**config.mk**
```make
export PLATFORM = sky130hd
export DESIGN_NAME = fpc_seq
export DESIGN_NICKNAME = d
export VERILOG_FILES = /design/src/fpc_pkg.sv /design/src/fpc_seq.sv
export VERILOG_INCLUDE_DIRS = /design/src
export SDC_FILE = /design/constraint.sdc
export NUM_CORES = 1
export LEC_CHECK = 0
export ABC_AREA = 1
export ABC_CLOCK_PERIOD_IN_PS = 2900
export BUFFER_PORTS_ARGS = -buffer_cell sky130_fd_sc_hd__buf_2
export CAP_MARGIN = 20
export CELL_PAD_IN_SITES_DETAIL_PLACEMENT = 2
export CELL_PAD_IN_SITES_GLOBAL_PLACEMENT = 2
export CORE_ASPECT_RATIO = 1.5
export CORE_MARGIN = 10
export CORE_UTILIZATION = 33
export DETAILED_ROUTE_END_ITERATION = 7
export GPL_ROUTABILITY_DRIVEN = 0
export PLACE_DENSITY = 0.78
export RECOVER_POWER = 25
export SLEW_MARGIN = 10
export SYNTH_ARGS = -nofsm -noshare
export SYNTH_HDL_FRONTEND = slang
export SYNTH_SLANG_ARGS = --single-unit
```
**constraint.sdc**
```tcl
create_clock -name sys_clk -period 2.9 [get_ports sys_clk]
set_clock_uncertainty 0.15 [all_clocks]
set_input_delay 0.29 -clock sys_clk [delete_from_list [all_inputs] [get_ports sys_clk]]
set_output_delay 0.29 -clock sys_clk [all_outputs]
set_load 0.03 [all_outputs]
```
**src/fpc_map.svh**
```systemverilog
// Constants of the fire pump stop, test, trip and dump valve sequencer
// Functional notes
// Stop button acts only when causes normal
// After button stop return to automatic
// Main switch off stops unconditionally
// Remote station can never stop engine
// Auto stop needs causes normal, minimum run
// Lockable auto stop disable with indicator
// Auto stop spares local and remote starts
// Overspeed kills run, cranking, latches alarm
// Overspeed reset: engine first, then switch off
// Temperature and oil stops only in bare test
// Cause after test shutdown restarts, overrides
// Test start opens pressure drain solenoid
// Weekly test runs at least minimum time
// Setting disables the weekly test timer
// Real demand turns test into full run
// Manual operation overrides the test timer
// Additive pump starts on contact, either sense
// Additive pump stops only by hand
// Duty standby lockout stops additive pump
// Diesel dump valve opens by first crank
// Electric dump valve opens with motor power
// Dump valve also sequenced on manual start
// Cranking alternates batteries, equal crank rest
// Run timer from running, restarts on cause
`ifndef FPC_MAP_SVH
`define FPC_MAP_SVH
`define FP_CLK_MHZ     250
`define FP_SEC_CYC     (`FP_CLK_MHZ * 1000000)
`define FP_MIN_RUN_MIN 30
`define FP_MIN_RUN_S   (`FP_MIN_RUN_MIN * 60)
`define FP_CRANK_S     15
`define FP_CRANK_N     3'h6
`define FP_WEEK_DAYS   7
`define FP_WEEK_S      (`FP_WEEK_DAYS * 86400)
`define FP_ADR_CTRL    8'h00
`define FP_ADR_DUR     8'h04
`define FP_ADR_STAT    8'h08
`define FP_ADR_RUNT    8'h0C
`define FP_C_AUTO      0
`define FP_C_LOCK      1
`define FP_C_PTEST     2
`define FP_C_ELEC      3
`define FP_C_ADD       4
`define FP_C_NC        5
`define FP_C_DSTBY     6
`define FP_C_LOCKOUT   7
`define FP_C_NONPR     8
`define FP_CTRL_W      9
`define FP_DUR_W       16
`define FP_SEC_W       20
`define FP_TICK_W      28
`define FP_OKAY        2'h0
`define FP_SLVERR      2'h2
`endif

```
**src/fpc_pkg.sv**
```systemverilog
// Shared types of the fire pump sequencer
`include "fpc_map.svh"
package fpc_pkg;
	typedef enum logic [2:0] {
		FPC_IDLE  = 3'h0,
		FPC_CRANK = 3'h1,
		FPC_REST  = 3'h2,
		FPC_RUN   = 3'h3,
		FPC_FAIL  = 3'h4,
		FPC_TRIP  = 3'h5
	} fpc_st_t;

	typedef struct packed {
		logic main_off, stop_pb, local_start, remote_start;
		logic press_low, deluge_open, add_contact, test_btn;
		logic overspeed, eng_run, full_speed, high_temp, low_oil;
		logic batt1_ok, batt2_ok;
	} fpc_pin_t;

	typedef struct packed {
		logic run, crank1, crank2, os_alarm, fail_alarm;
		logic auto_stop_led, drain_sol, dump_valve;
		logic lockout_led, lockout_remote;
	} fpc_out_t;

	typedef struct packed {
		logic        awvalid;
		logic [7:0]  awaddr;
		logic        wvalid;
		logic [31:0] wdata;
		logic [3:0]  wstrb;
		logic        bready, arvalid;
		logic [7:0]  araddr;
		logic        rready;
	} fpc_axi_req_t;

	typedef struct packed {
		logic        awready, wready, bvalid;
		logic [1:0]  bresp;
		logic        arready, rvalid;
		logic [31:0] rdata;
		logic [1:0]  rresp;
	} fpc_axi_rsp_t;

	typedef struct packed {
		fpc_pin_t              pin_s1, pin_s2;
		fpc_st_t               st;
		logic [`FP_TICK_W-1:0] tick_cnt;
		logic                  tick, mo_d, cause_d, batt;
		logic [`FP_SEC_W-1:0]  sec_cnt, run_cnt, week_cnt, test_cnt;
		logic [2:0]            attempts;
		logic                  man_lat, auto_lat, ptest, mtest;
		logic                  prot_shut, prot_ovr, fs_seen, minrun_done;
		logic [2:0]            drain_d;
		logic [`FP_CTRL_W-1:0] ctrl;
		logic [`FP_DUR_W-1:0]  dur;
		logic                  aw_have, w_have, bvalid, rvalid;
		logic [7:0]            awaddr;
		logic [31:0]           wdata, rdata;
		logic [3:0]            wstrb;
		logic [1:0]            bresp, rresp;
		fpc_out_t              outs;
	} fpc_state_t;
endpackage : fpc_pkg

```
**src/fpc_seq.sv**
```systemverilog
// Fire pump stop, test, overspeed and dump valve sequencer
//
// Register access over AXI4-Lite and the placing of the registers are this design's own decisions.
`timescale 1ns/1ns
`include "fpc_map.svh"
module fpc_seq #(
	parameter int TICK_CYC  = `FP_SEC_CYC,
	parameter int MIN_RUN_S = `FP_MIN_RUN_S,
	parameter int CRANK_S   = `FP_CRANK_S,
	parameter int WEEK_S    = `FP_WEEK_S
) (
	input  wire logic                  sys_clk,
	input  wire logic                  resetn,
	input  wire fpc_pkg::fpc_pin_t     pins,
	output      fpc_pkg::fpc_out_t     outs,
	input  wire fpc_pkg::fpc_axi_req_t axi_req,
	output      fpc_pkg::fpc_axi_rsp_t axi_rsp
);

	fpc_pkg::fpc_state_t   s_r;
	fpc_pkg::fpc_state_t   s_nxt;
	fpc_pkg::fpc_pin_t     p;
	logic                  lock;
	logic                  add_go;
	logic                  gen_cause;
	logic                  test_act;
	logic                  test_go;
	logic                  start_req;
	logic                  cause_new;
	logic                  pb_stop;
	logic                  auto_stop;
	logic                  prot_stop;
	logic                  test_done;
	logic                  test_stop;
	logic [`FP_SEC_W-1:0]  dur_eff;

	////////////////////////////////////////////////////////////////////////////
	// Cause decoding
	assign p         = s_r.pin_s2;
	assign lock      = s_r.ctrl[`FP_C_DSTBY] & s_r.ctrl[`FP_C_LOCKOUT]
		& s_r.ctrl[`FP_C_ADD];
	assign add_go    = s_r.ctrl[`FP_C_ADD] & ~lock
		& (p.add_contact ^ s_r.ctrl[`FP_C_NC]);
	// Own drain still seen through the pin pipeline for three cycles after it shuts
	assign gen_cause = p.deluge_open | add_go
		| (p.press_low & ~s_r.outs.drain_sol & ~(|s_r.drain_d));
	assign test_act  = s_r.ptest | s_r.mtest;
	assign test_go   = test_act & ~s_r.prot_shut
		& (s_r.ctrl[`FP_C_NONPR] | p.press_low);
	assign start_req = (gen_cause | s_r.man_lat | test_go) & ~p.main_off & ~lock;
	assign cause_new = gen_cause & ~s_r.cause_d;
	assign pb_stop   = p.stop_pb & ~gen_cause & ~p.local_start & ~p.remote_start;
	assign auto_stop = s_r.ctrl[`FP_C_AUTO] & ~s_r.ctrl[`FP_C_ADD] & s_r.auto_lat
		& s_r.minrun_done & ~gen_cause & ~s_r.man_lat & ~test_act;
	assign prot_stop = (p.high_temp | p.low_oil) & test_act & ~gen_cause
		& ~s_r.man_lat & ~s_r.auto_lat & ~s_r.prot_ovr
		& ~s_r.ctrl[`FP_C_ADD];
	assign dur_eff   = `FP_SEC_W'(MIN_RUN_S) + {4'h0, s_r.dur};
	assign test_done = s_r.ptest & (s_r.test_cnt >= dur_eff);
	assign test_stop = test_done & ~gen_cause & ~s_r.man_lat & ~s_r.auto_lat
		& ~s_r.mtest & ~s_r.ctrl[`FP_C_ADD];

	////////////////////////////////////////////////////////////////////////////
	// Next state
	always_comb begin
		logic        stop_now;
		logic        use1;
		logic [31:0] wm;
		logic [31:0] wv;
		stop_now = 1'b0;
		use1     = 1'b0;
		wm       = '0;
		wv       = '0;
		s_nxt    = s_r;
		s_nxt.pin_s1  = pins;
		s_nxt.pin_s2  = s_r.pin_s1;
		s_nxt.mo_d    = p.main_off;
		s_nxt.cause_d = gen_cause;
		s_nxt.drain_d = {s_r.drain_d[1:0], s_r.outs.drain_sol};
		s_nxt.tick    = (s_r.tick_cnt == `FP_TICK_W'(TICK_CYC - 1));
		s_nxt.tick_cnt = s_nxt.tick ? '0 : s_r.tick_cnt + 1'b1;

		// Start latches
		if (p.local_start | p.remote_start)
			s_nxt.man_lat = 1'b1;
		if (p.local_start | p.stop_pb) begin
			s_nxt.ptest = 1'b0;
		end
		if (p.stop_pb)
			s_nxt.mtest = 1'b0;
		if (p.test_btn & ~p.main_off)
			s_nxt.mtest = 1'b1;

		// Weekly program timer
		if (!s_r.ctrl[`FP_C_PTEST]) begin
			s_nxt.week_cnt = '0;
			s_nxt.ptest    = 1'b0;
		end else if (s_r.tick) begin
			if (s_r.week_cnt == `FP_SEC_W'(WEEK_S - 1)) begin
				s_nxt.week_cnt = '0;
				if (s_r.st == fpc_pkg::FPC_IDLE && !s_r.man_lat && !p.main_off
					&& !p.local_start && !p.stop_pb) begin
					s_nxt.ptest    = 1'b1;
					s_nxt.test_cnt = '0;
				end
			end else begin
				s_nxt.week_cnt = s_r.week_cnt + 1'b1;
			end
		end
		if (s_r.ptest && s_r.tick)
			s_nxt.test_cnt = s_r.test_cnt + 1'b1;
		if (test_done)
			s_nxt.ptest = 1'b0;

		// Minimum run timer
		if (cause_new || s_r.st != fpc_pkg::FPC_RUN)
			s_nxt.run_cnt = '0;
		else if (s_r.tick && p.eng_run && !s_r.minrun_done)
			s_nxt.run_cnt = s_r.run_cnt + 1'b1;
		s_nxt.minrun_done = (s_nxt.run_cnt >= `FP_SEC_W'(MIN_RUN_S));

		// Sequencer
		unique case (s_r.st)
			fpc_pkg::FPC_IDLE: begin
				s_nxt.fs_seen  = 1'b0;
				s_nxt.attempts = '0;
				s_nxt.sec_cnt  = '0;
				s_nxt.batt     = 1'b0;
				if (start_req) begin
					s_nxt.auto_lat = gen_cause;
					if (s_r.prot_shut)
						s_nxt.prot_ovr = 1'b1;
					if (s_r.ctrl[`FP_C_ELEC])
						s_nxt.st = fpc_pkg::FPC_RUN;
					else
						s_nxt.st = fpc_pkg::FPC_CRANK;
				end
			end
			fpc_pkg::FPC_CRANK: begin
				if (p.eng_run) begin
					s_nxt.st = fpc_pkg::FPC_RUN;
				end else if (s_r.tick) begin
					if (s_r.sec_cnt == `FP_SEC_W'(CRANK_S - 1)) begin
						s_nxt.sec_cnt  = '0;
						s_nxt.st       = fpc_pkg::FPC_REST;
						s_nxt.attempts = s_r.attempts + 1'b1;
						s_nxt.batt     = ~s_r.batt;
					end else begin
						s_nxt.sec_cnt = s_r.sec_cnt + 1'b1;
					end
				end
				stop_now = pb_stop;
			end
			fpc_pkg::FPC_REST: begin
				if (p.eng_run) begin
					s_nxt.st = fpc_pkg::FPC_RUN;
				end else if (s_r.tick) begin
					if (s_r.sec_cnt == `FP_SEC_W'(CRANK_S - 1)) begin
						s_nxt.sec_cnt = '0;
						if (s_r.attempts == `FP_CRANK_N)
							s_nxt.st = fpc_pkg::FPC_FAIL;
						else
							s_nxt.st = fpc_pkg::FPC_CRANK;
					end else begin
						s_nxt.sec_cnt = s_r.sec_cnt + 1'b1;
					end
				end
				stop_now = pb_stop;
			end
			fpc_pkg::FPC_RUN: begin
				if (p.full_speed)
					s_nxt.fs_seen = 1'b1;
				if (gen_cause) begin
					s_nxt.auto_lat = 1'b1;
					s_nxt.ptest    = 1'b0;
				end
				if (prot_stop)
					s_nxt.prot_shut = 1'b1;
				stop_now = pb_stop | auto_stop | prot_stop | test_stop;
			end
			fpc_pkg::FPC_FAIL: begin
				s_nxt.st = fpc_pkg::FPC_FAIL;
			end
			fpc_pkg::FPC_TRIP: begin
				if (p.main_off && !s_r.mo_d && !p.overspeed)
					s_nxt.st = fpc_pkg::FPC_IDLE;
			end
			default: begin
				s_nxt.st = fpc_pkg::FPC_IDLE;
			end
		endcase

		if (lock && s_r.st != fpc_pkg::FPC_TRIP)
			stop_now = 1'b1;
		if (stop_now) begin
			s_nxt.st       = fpc_pkg::FPC_IDLE;
			s_nxt.man_lat  = 1'b0;
			s_nxt.auto_lat = 1'b0;
		end
		if (p.main_off && s_r.st != fpc_pkg::FPC_TRIP) begin
			s_nxt.st       = fpc_pkg::FPC_IDLE;
			s_nxt.man_lat  = 1'b0;
			s_nxt.auto_lat = 1'b0;
			s_nxt.ptest    = 1'b0;
			s_nxt.mtest    = 1'b0;
		end
		if (p.overspeed)
			s_nxt.st = fpc_pkg::FPC_TRIP;
		if (!s_nxt.ptest && !s_nxt.mtest) begin
			s_nxt.prot_shut = 1'b0;
			s_nxt.prot_ovr  = 1'b0;
		end

		// Outputs from the next state
		use1 = p.batt1_ok & (~s_nxt.batt | ~p.batt2_ok);
		s_nxt.outs.run = (s_nxt.st == fpc_pkg::FPC_CRANK)
			| (s_nxt.st == fpc_pkg::FPC_REST) | (s_nxt.st == fpc_pkg::FPC_RUN);
		s_nxt.outs.crank1 = (s_nxt.st == fpc_pkg::FPC_CRANK) & use1;
		s_nxt.outs.crank2 = (s_nxt.st == fpc_pkg::FPC_CRANK) & ~use1
			& p.batt2_ok;
		s_nxt.outs.os_alarm      = (s_nxt.st == fpc_pkg::FPC_TRIP);
		s_nxt.outs.fail_alarm    = (s_nxt.st == fpc_pkg::FPC_FAIL);
		s_nxt.outs.auto_stop_led = s_r.ctrl[`FP_C_AUTO];
		s_nxt.outs.drain_sol     = (s_nxt.ptest | s_nxt.mtest)
			& ~s_r.ctrl[`FP_C_NONPR] & ~s_nxt.prot_shut;
		s_nxt.outs.dump_valve    = (s_nxt.st == fpc_pkg::FPC_CRANK)
			| (s_nxt.st == fpc_pkg::FPC_REST)
			| ((s_nxt.st == fpc_pkg::FPC_RUN) & ~s_nxt.fs_seen);
		s_nxt.outs.lockout_led    = lock;
		s_nxt.outs.lockout_remote = lock;

		// AXI4-Lite write
		if (axi_req.awvalid && !s_r.aw_have && !s_r.bvalid) begin
			s_nxt.aw_have = 1'b1;
			s_nxt.awaddr  = axi_req.awaddr;
		end
		if (axi_req.wvalid && !s_r.w_have && !s_r.bvalid) begin
			s_nxt.w_have = 1'b1;
			s_nxt.wdata  = axi_req.wdata;
			s_nxt.wstrb  = axi_req.wstrb;
		end
		if (s_r.bvalid && axi_req.bready)
			s_nxt.bvalid = 1'b0;
		if (s_r.aw_have && s_r.w_have) begin
			s_nxt.aw_have = 1'b0;
			s_nxt.w_have  = 1'b0;
			s_nxt.bvalid  = 1'b1;
			s_nxt.bresp   = `FP_OKAY;
			wm = {{8{s_r.wstrb[3]}}, {8{s_r.wstrb[2]}},
				{8{s_r.wstrb[1]}}, {8{s_r.wstrb[0]}}};
			unique case (s_r.awaddr)
				`FP_ADR_CTRL: begin
					wv = ({23'h0, s_r.ctrl} & ~wm) | (s_r.wdata & wm);
					s_nxt.ctrl = wv[`FP_CTRL_W-1:0];
					if (s_r.ctrl[`FP_C_LOCK]) begin
						s_nxt.ctrl[`FP_C_AUTO] = s_r.ctrl[`FP_C_AUTO];
						s_nxt.ctrl[`FP_C_LOCK] = 1'b1;
					end
				end
				`FP_ADR_DUR: begin
					wv = ({16'h0, s_r.dur} & ~wm) | (s_r.wdata & wm);
					s_nxt.dur = wv[`FP_DUR_W-1:0];
				end
				default: begin
					s_nxt.bresp = `FP_SLVERR;
				end
			endcase
		end

		// AXI4-Lite read
		if (s_r.rvalid && axi_req.rready)
			s_nxt.rvalid = 1'b0;
		if (axi_req.arvalid && !s_r.rvalid) begin
			s_nxt.rvalid = 1'b1;
			s_nxt.rresp  = `FP_OKAY;
			unique case (axi_req.araddr)
				`FP_ADR_CTRL: s_nxt.rdata = {23'h0, s_r.ctrl};
				`FP_ADR_DUR:  s_nxt.rdata = {16'h0, s_r.dur};
				`FP_ADR_STAT: s_nxt.rdata = {17'h0, s_r.fs_seen, s_r.attempts,
					s_r.batt, s_r.minrun_done, s_r.prot_ovr, s_r.prot_shut,
					s_r.mtest, s_r.ptest, s_r.auto_lat, s_r.man_lat, s_r.st};
				`FP_ADR_RUNT: s_nxt.rdata = {12'h0, s_r.run_cnt};
				default: begin
					s_nxt.rdata = '0;
					s_nxt.rresp = `FP_SLVERR;
				end
			endcase
		end
	end

	////////////////////////////////////////////////////////////////////////////
	// State register
	always_ff @(posedge sys_clk or negedge resetn) begin
		if (!resetn)
			s_r <= '0;
		else
			s_r <= s_nxt;
	end

	assign outs            = s_r.outs;
	assign axi_rsp.awready = ~s_r.aw_have & ~s_r.bvalid;
	assign axi_rsp.wready  = ~s_r.w_have & ~s_r.bvalid;
	assign axi_rsp.bvalid  = s_r.bvalid;
	assign axi_rsp.bresp   = s_r.bresp;
	assign axi_rsp.arready = ~s_r.rvalid;
	assign axi_rsp.rvalid  = s_r.rvalid;
	assign axi_rsp.rdata   = s_r.rdata;
	assign axi_rsp.rresp   = s_r.rresp;
endmodule : fpc_seq

```
==> impl_metrics.ini <==
[sta]
slew_headroom_pct = 33.6
finalHoldViolations = 0
drv_slew = 0
fin_crit_ps = 3630
finalCritPeriodShare_pct = 125
fin_ws_ps = -728
worst_hold_slack_ps = 109
grt_setup_unrepaired = yes
setup_violations = 15
max_clock_freq_mhz = 276
worst_pin_slew_ps = 993

[placement]
portBuffers = 92
dpl.hpwl_um = 30300

[grt]
grt_usage_pct = 18.8
grt_max_degree = 74
grt_pass1_wl_um = 69700
first_global_vias = 12559
antenna_found_initial = 1
grt-ovfl-total = 0

[clock_tree]
cts.sinks = 245
path_clk_slew_ps = 60
h-tree-depth = 1
cts_tree = built
cts-root-buf = clkbuf_16
clk_path_buf_depth = 3
worstSkewPairLatency_ps = 570
cts_buffers = 28

[finish]
final_nets = 1739
n_fill_cell = 4072
drive_above_1_share_pct = 19.7
syn_to_final_growth_pct = 23.3

[floorplanning]
initial_utilization_pct = 33.6
core_sq_um = 36900
num_rows = 86
fp.dieArea_sq_um = 45800
die_x_um = 178
floorplan.die.height_um = 257
io_pins = 125

[power_and_ir_drop]
irDropWorstVdd_mv = 0.439
power.density_nw_per_um2 = 611
power_uw = 9340
leakagePower_uw = 0.00722

[worst_hold_path]
min_path_cells = 3
hold-path-endpoint = s_r[93]
hold_start = axi_req[56]
hold_path.class = in -> reg

[drt]
drt-initial-drc-count = 474
ant_nets = 0
wire_per_inst_um = 20.3
drc = 0
vias_per_cell = 5.08
first_pass_iters = 4
vias = 10897
drt-total-wl_um = 43600

[logic_synthesis]
yosysMostFrequentCell = nand2_1
yosys-top-cells-count = 266 x nand2_1, 245 x dfrtp_1, 193 x inv_1, 151 x nor2_1, 78 x a21oi_1
yosys.area.top_type = dfrtp_1
syn_avg_cell_area_sq_um = 8.54
synth.cell_area_sq_um = 12400
synth.distinct_cells = 58
async_flop_share_pct = 100
synthCells = 1451
synthTopCellsByArea = dfrtp_1 49%, nand2_1 8.1%, inv_1 5.8%, nor2_1 4.6%, a21oi_1 3.2%
synth_edf_count = 0
synth_warnings = 0
synth_top_area_share_pct = 49.5
synth-main-ff-cell = dfrtp_1
ys_seq_area_share_pct = 49.5
ys_ff_latch = 245

[critical_path]
r2r_cells = 24
critPathMaxStageDelay_ps = 420
endpoint_kind = register
path_common_cell = nand2_2
startpoint_type = register
cp_max_fo = 4
crit_chain = ha_2 -> nand4_1 -> nand2_1 -> or3_4 -> nand3_4 -> nor3_4 -> xor2_1 -> ha_1 -> nand2_2 -> inv_2 -> nand2_2 -> nand2_2 -> a21oi_2 -> nand4_1 -> buf_6 -> nand3_2 -> nand2_1 -> nand2_1 -> nand2_2 -> nand2_4 -> nand2_4 -> nor2_4 -> nand4_1 -> nor2_1
cp_data_arrival_time_ps = 3960
path_class = reg -> reg
r2r_setup_slack_ps = -730
crit_required_ps = 3230
rr_endpoint = outs[8]
cp_slowest_cell = dfrtp_1

[run_status]
outcome = finished with violations
violations = setup timing

[run]
cap_violations = 0
## where the power goes
| part | leakage (uW) | switching [uW] | internal (uW) |
|---|---|---|---|
| combinational | 0.00352 | 1010 | 562 |
| sequential | 0.00322 | 253 | 3740 |
| clock | 0.000475 | 1520 | 2260 |
| total | 0.00722 | 2780 | 6560 |
## state kept, by name, indices dropped and copies added, names as in the netlist, named ones only
signal / count
s_nxt: 17
p: 15
outs: 9
s_r: 156
axi_rsp: 24
## worst max path at each step
stage,to,cells after the start
2_1_floorplan,outs[9],23
3_3_place_gp,outs[8],23
3_5_place_dp,outs[8],22
4_1_cts,outs[9],24
5_1_grt,outs[7],24
6_report,outs[8],24
## area by class of cell
class / instances / area, sq um / area share [%]
antenna: 1 / 2.50 / 0.0164
clock buffer: 40 / 837 / 5.48
clock inverter: 10 / 130 / 0.852
inverter: 210 / 788 / 5.16
multi-input combinational: 945 / 5270 / 34.5
sequential: 245 / 6130 / 40.1
tap: 484 / 606 / 3.96
timing repair buffer: 209 / 1510 / 9.89
## metal layers
metal	vias to the layer above	global-route usage [%]	wire (um)
met5	-	0	0
met4	0	6.65	1580
met3	83	2.51	1430
met2	166	36.3	24100
met1	5567	20.0	16500
li1	5081	-	-
## repair_timing
item                       CTS  global route
hold buffers                47             0
setup buffers               10             7
pin swaps                   11            13
setup endpoints to repair   15            16
resized for setup           32            16
hold endpoints to repair   112             0
## per-stage QoR
stage,cell area (sq um),std cells,setup WS (ps),setup TNS (ps),utilization [%]
6_report,15300,2144,-728,-8690,41.4
2_1_floorplan,12500,1464,-83.5,-351,-
5_1_grt,15300,2144,-964,-11790,41.4
4_1_cts,15200,2136,-536,-5490,41.1
3_5_place_dp,13500,2029,-783,-8240,36.6
3_3_place_gp,13500,2029,-550,-5280,36.6
## worst max-delay path: cells and delay by family (launching register included)
kind	cells	cell delay, ps
AND/OR/NAND/NOR	18	1930
adder cells (fa/ha/maj)	2	550
flip-flops	1	420
buffers and inverters	2	200
XOR/XNOR	1	140
AO/OA/AOI/OAI	1	140
## cell usage in the layout (no fill, tap or decap), drive strengths merged, types with 6 or more instances in the layout
master / instances
mux2: 17
nor2: 167
nor3: 53
conb: 14
dfrtp: 245
ha: 26
nand3: 72
a21oi: 78
clkbuf: 40
xnor2: 6
nand2: 270
inv: 207
o31ai: 6
buf: 162
o22ai: 14
a221oi: 6
dlygate4sd3: 47
o21ai: 82
clkinv: 8
nor4: 22
a31oi: 6
nand4: 36
xor2: 27
## cells by family after synthesis
kind of cell | count (synthesis) | synth area share [%]
compound gates | 216 | 10.0
xor+xnor | 33 | 2.33
fa+ha+maj | 26 | 2.63
buf+inv | 274 | 9.81
flops | 245 | 49.5
mux | 17 | 1.55
other cells | 1 | 0.0303
simple gates | 639 | 24.2
Power figures use the tool's default switching activity.
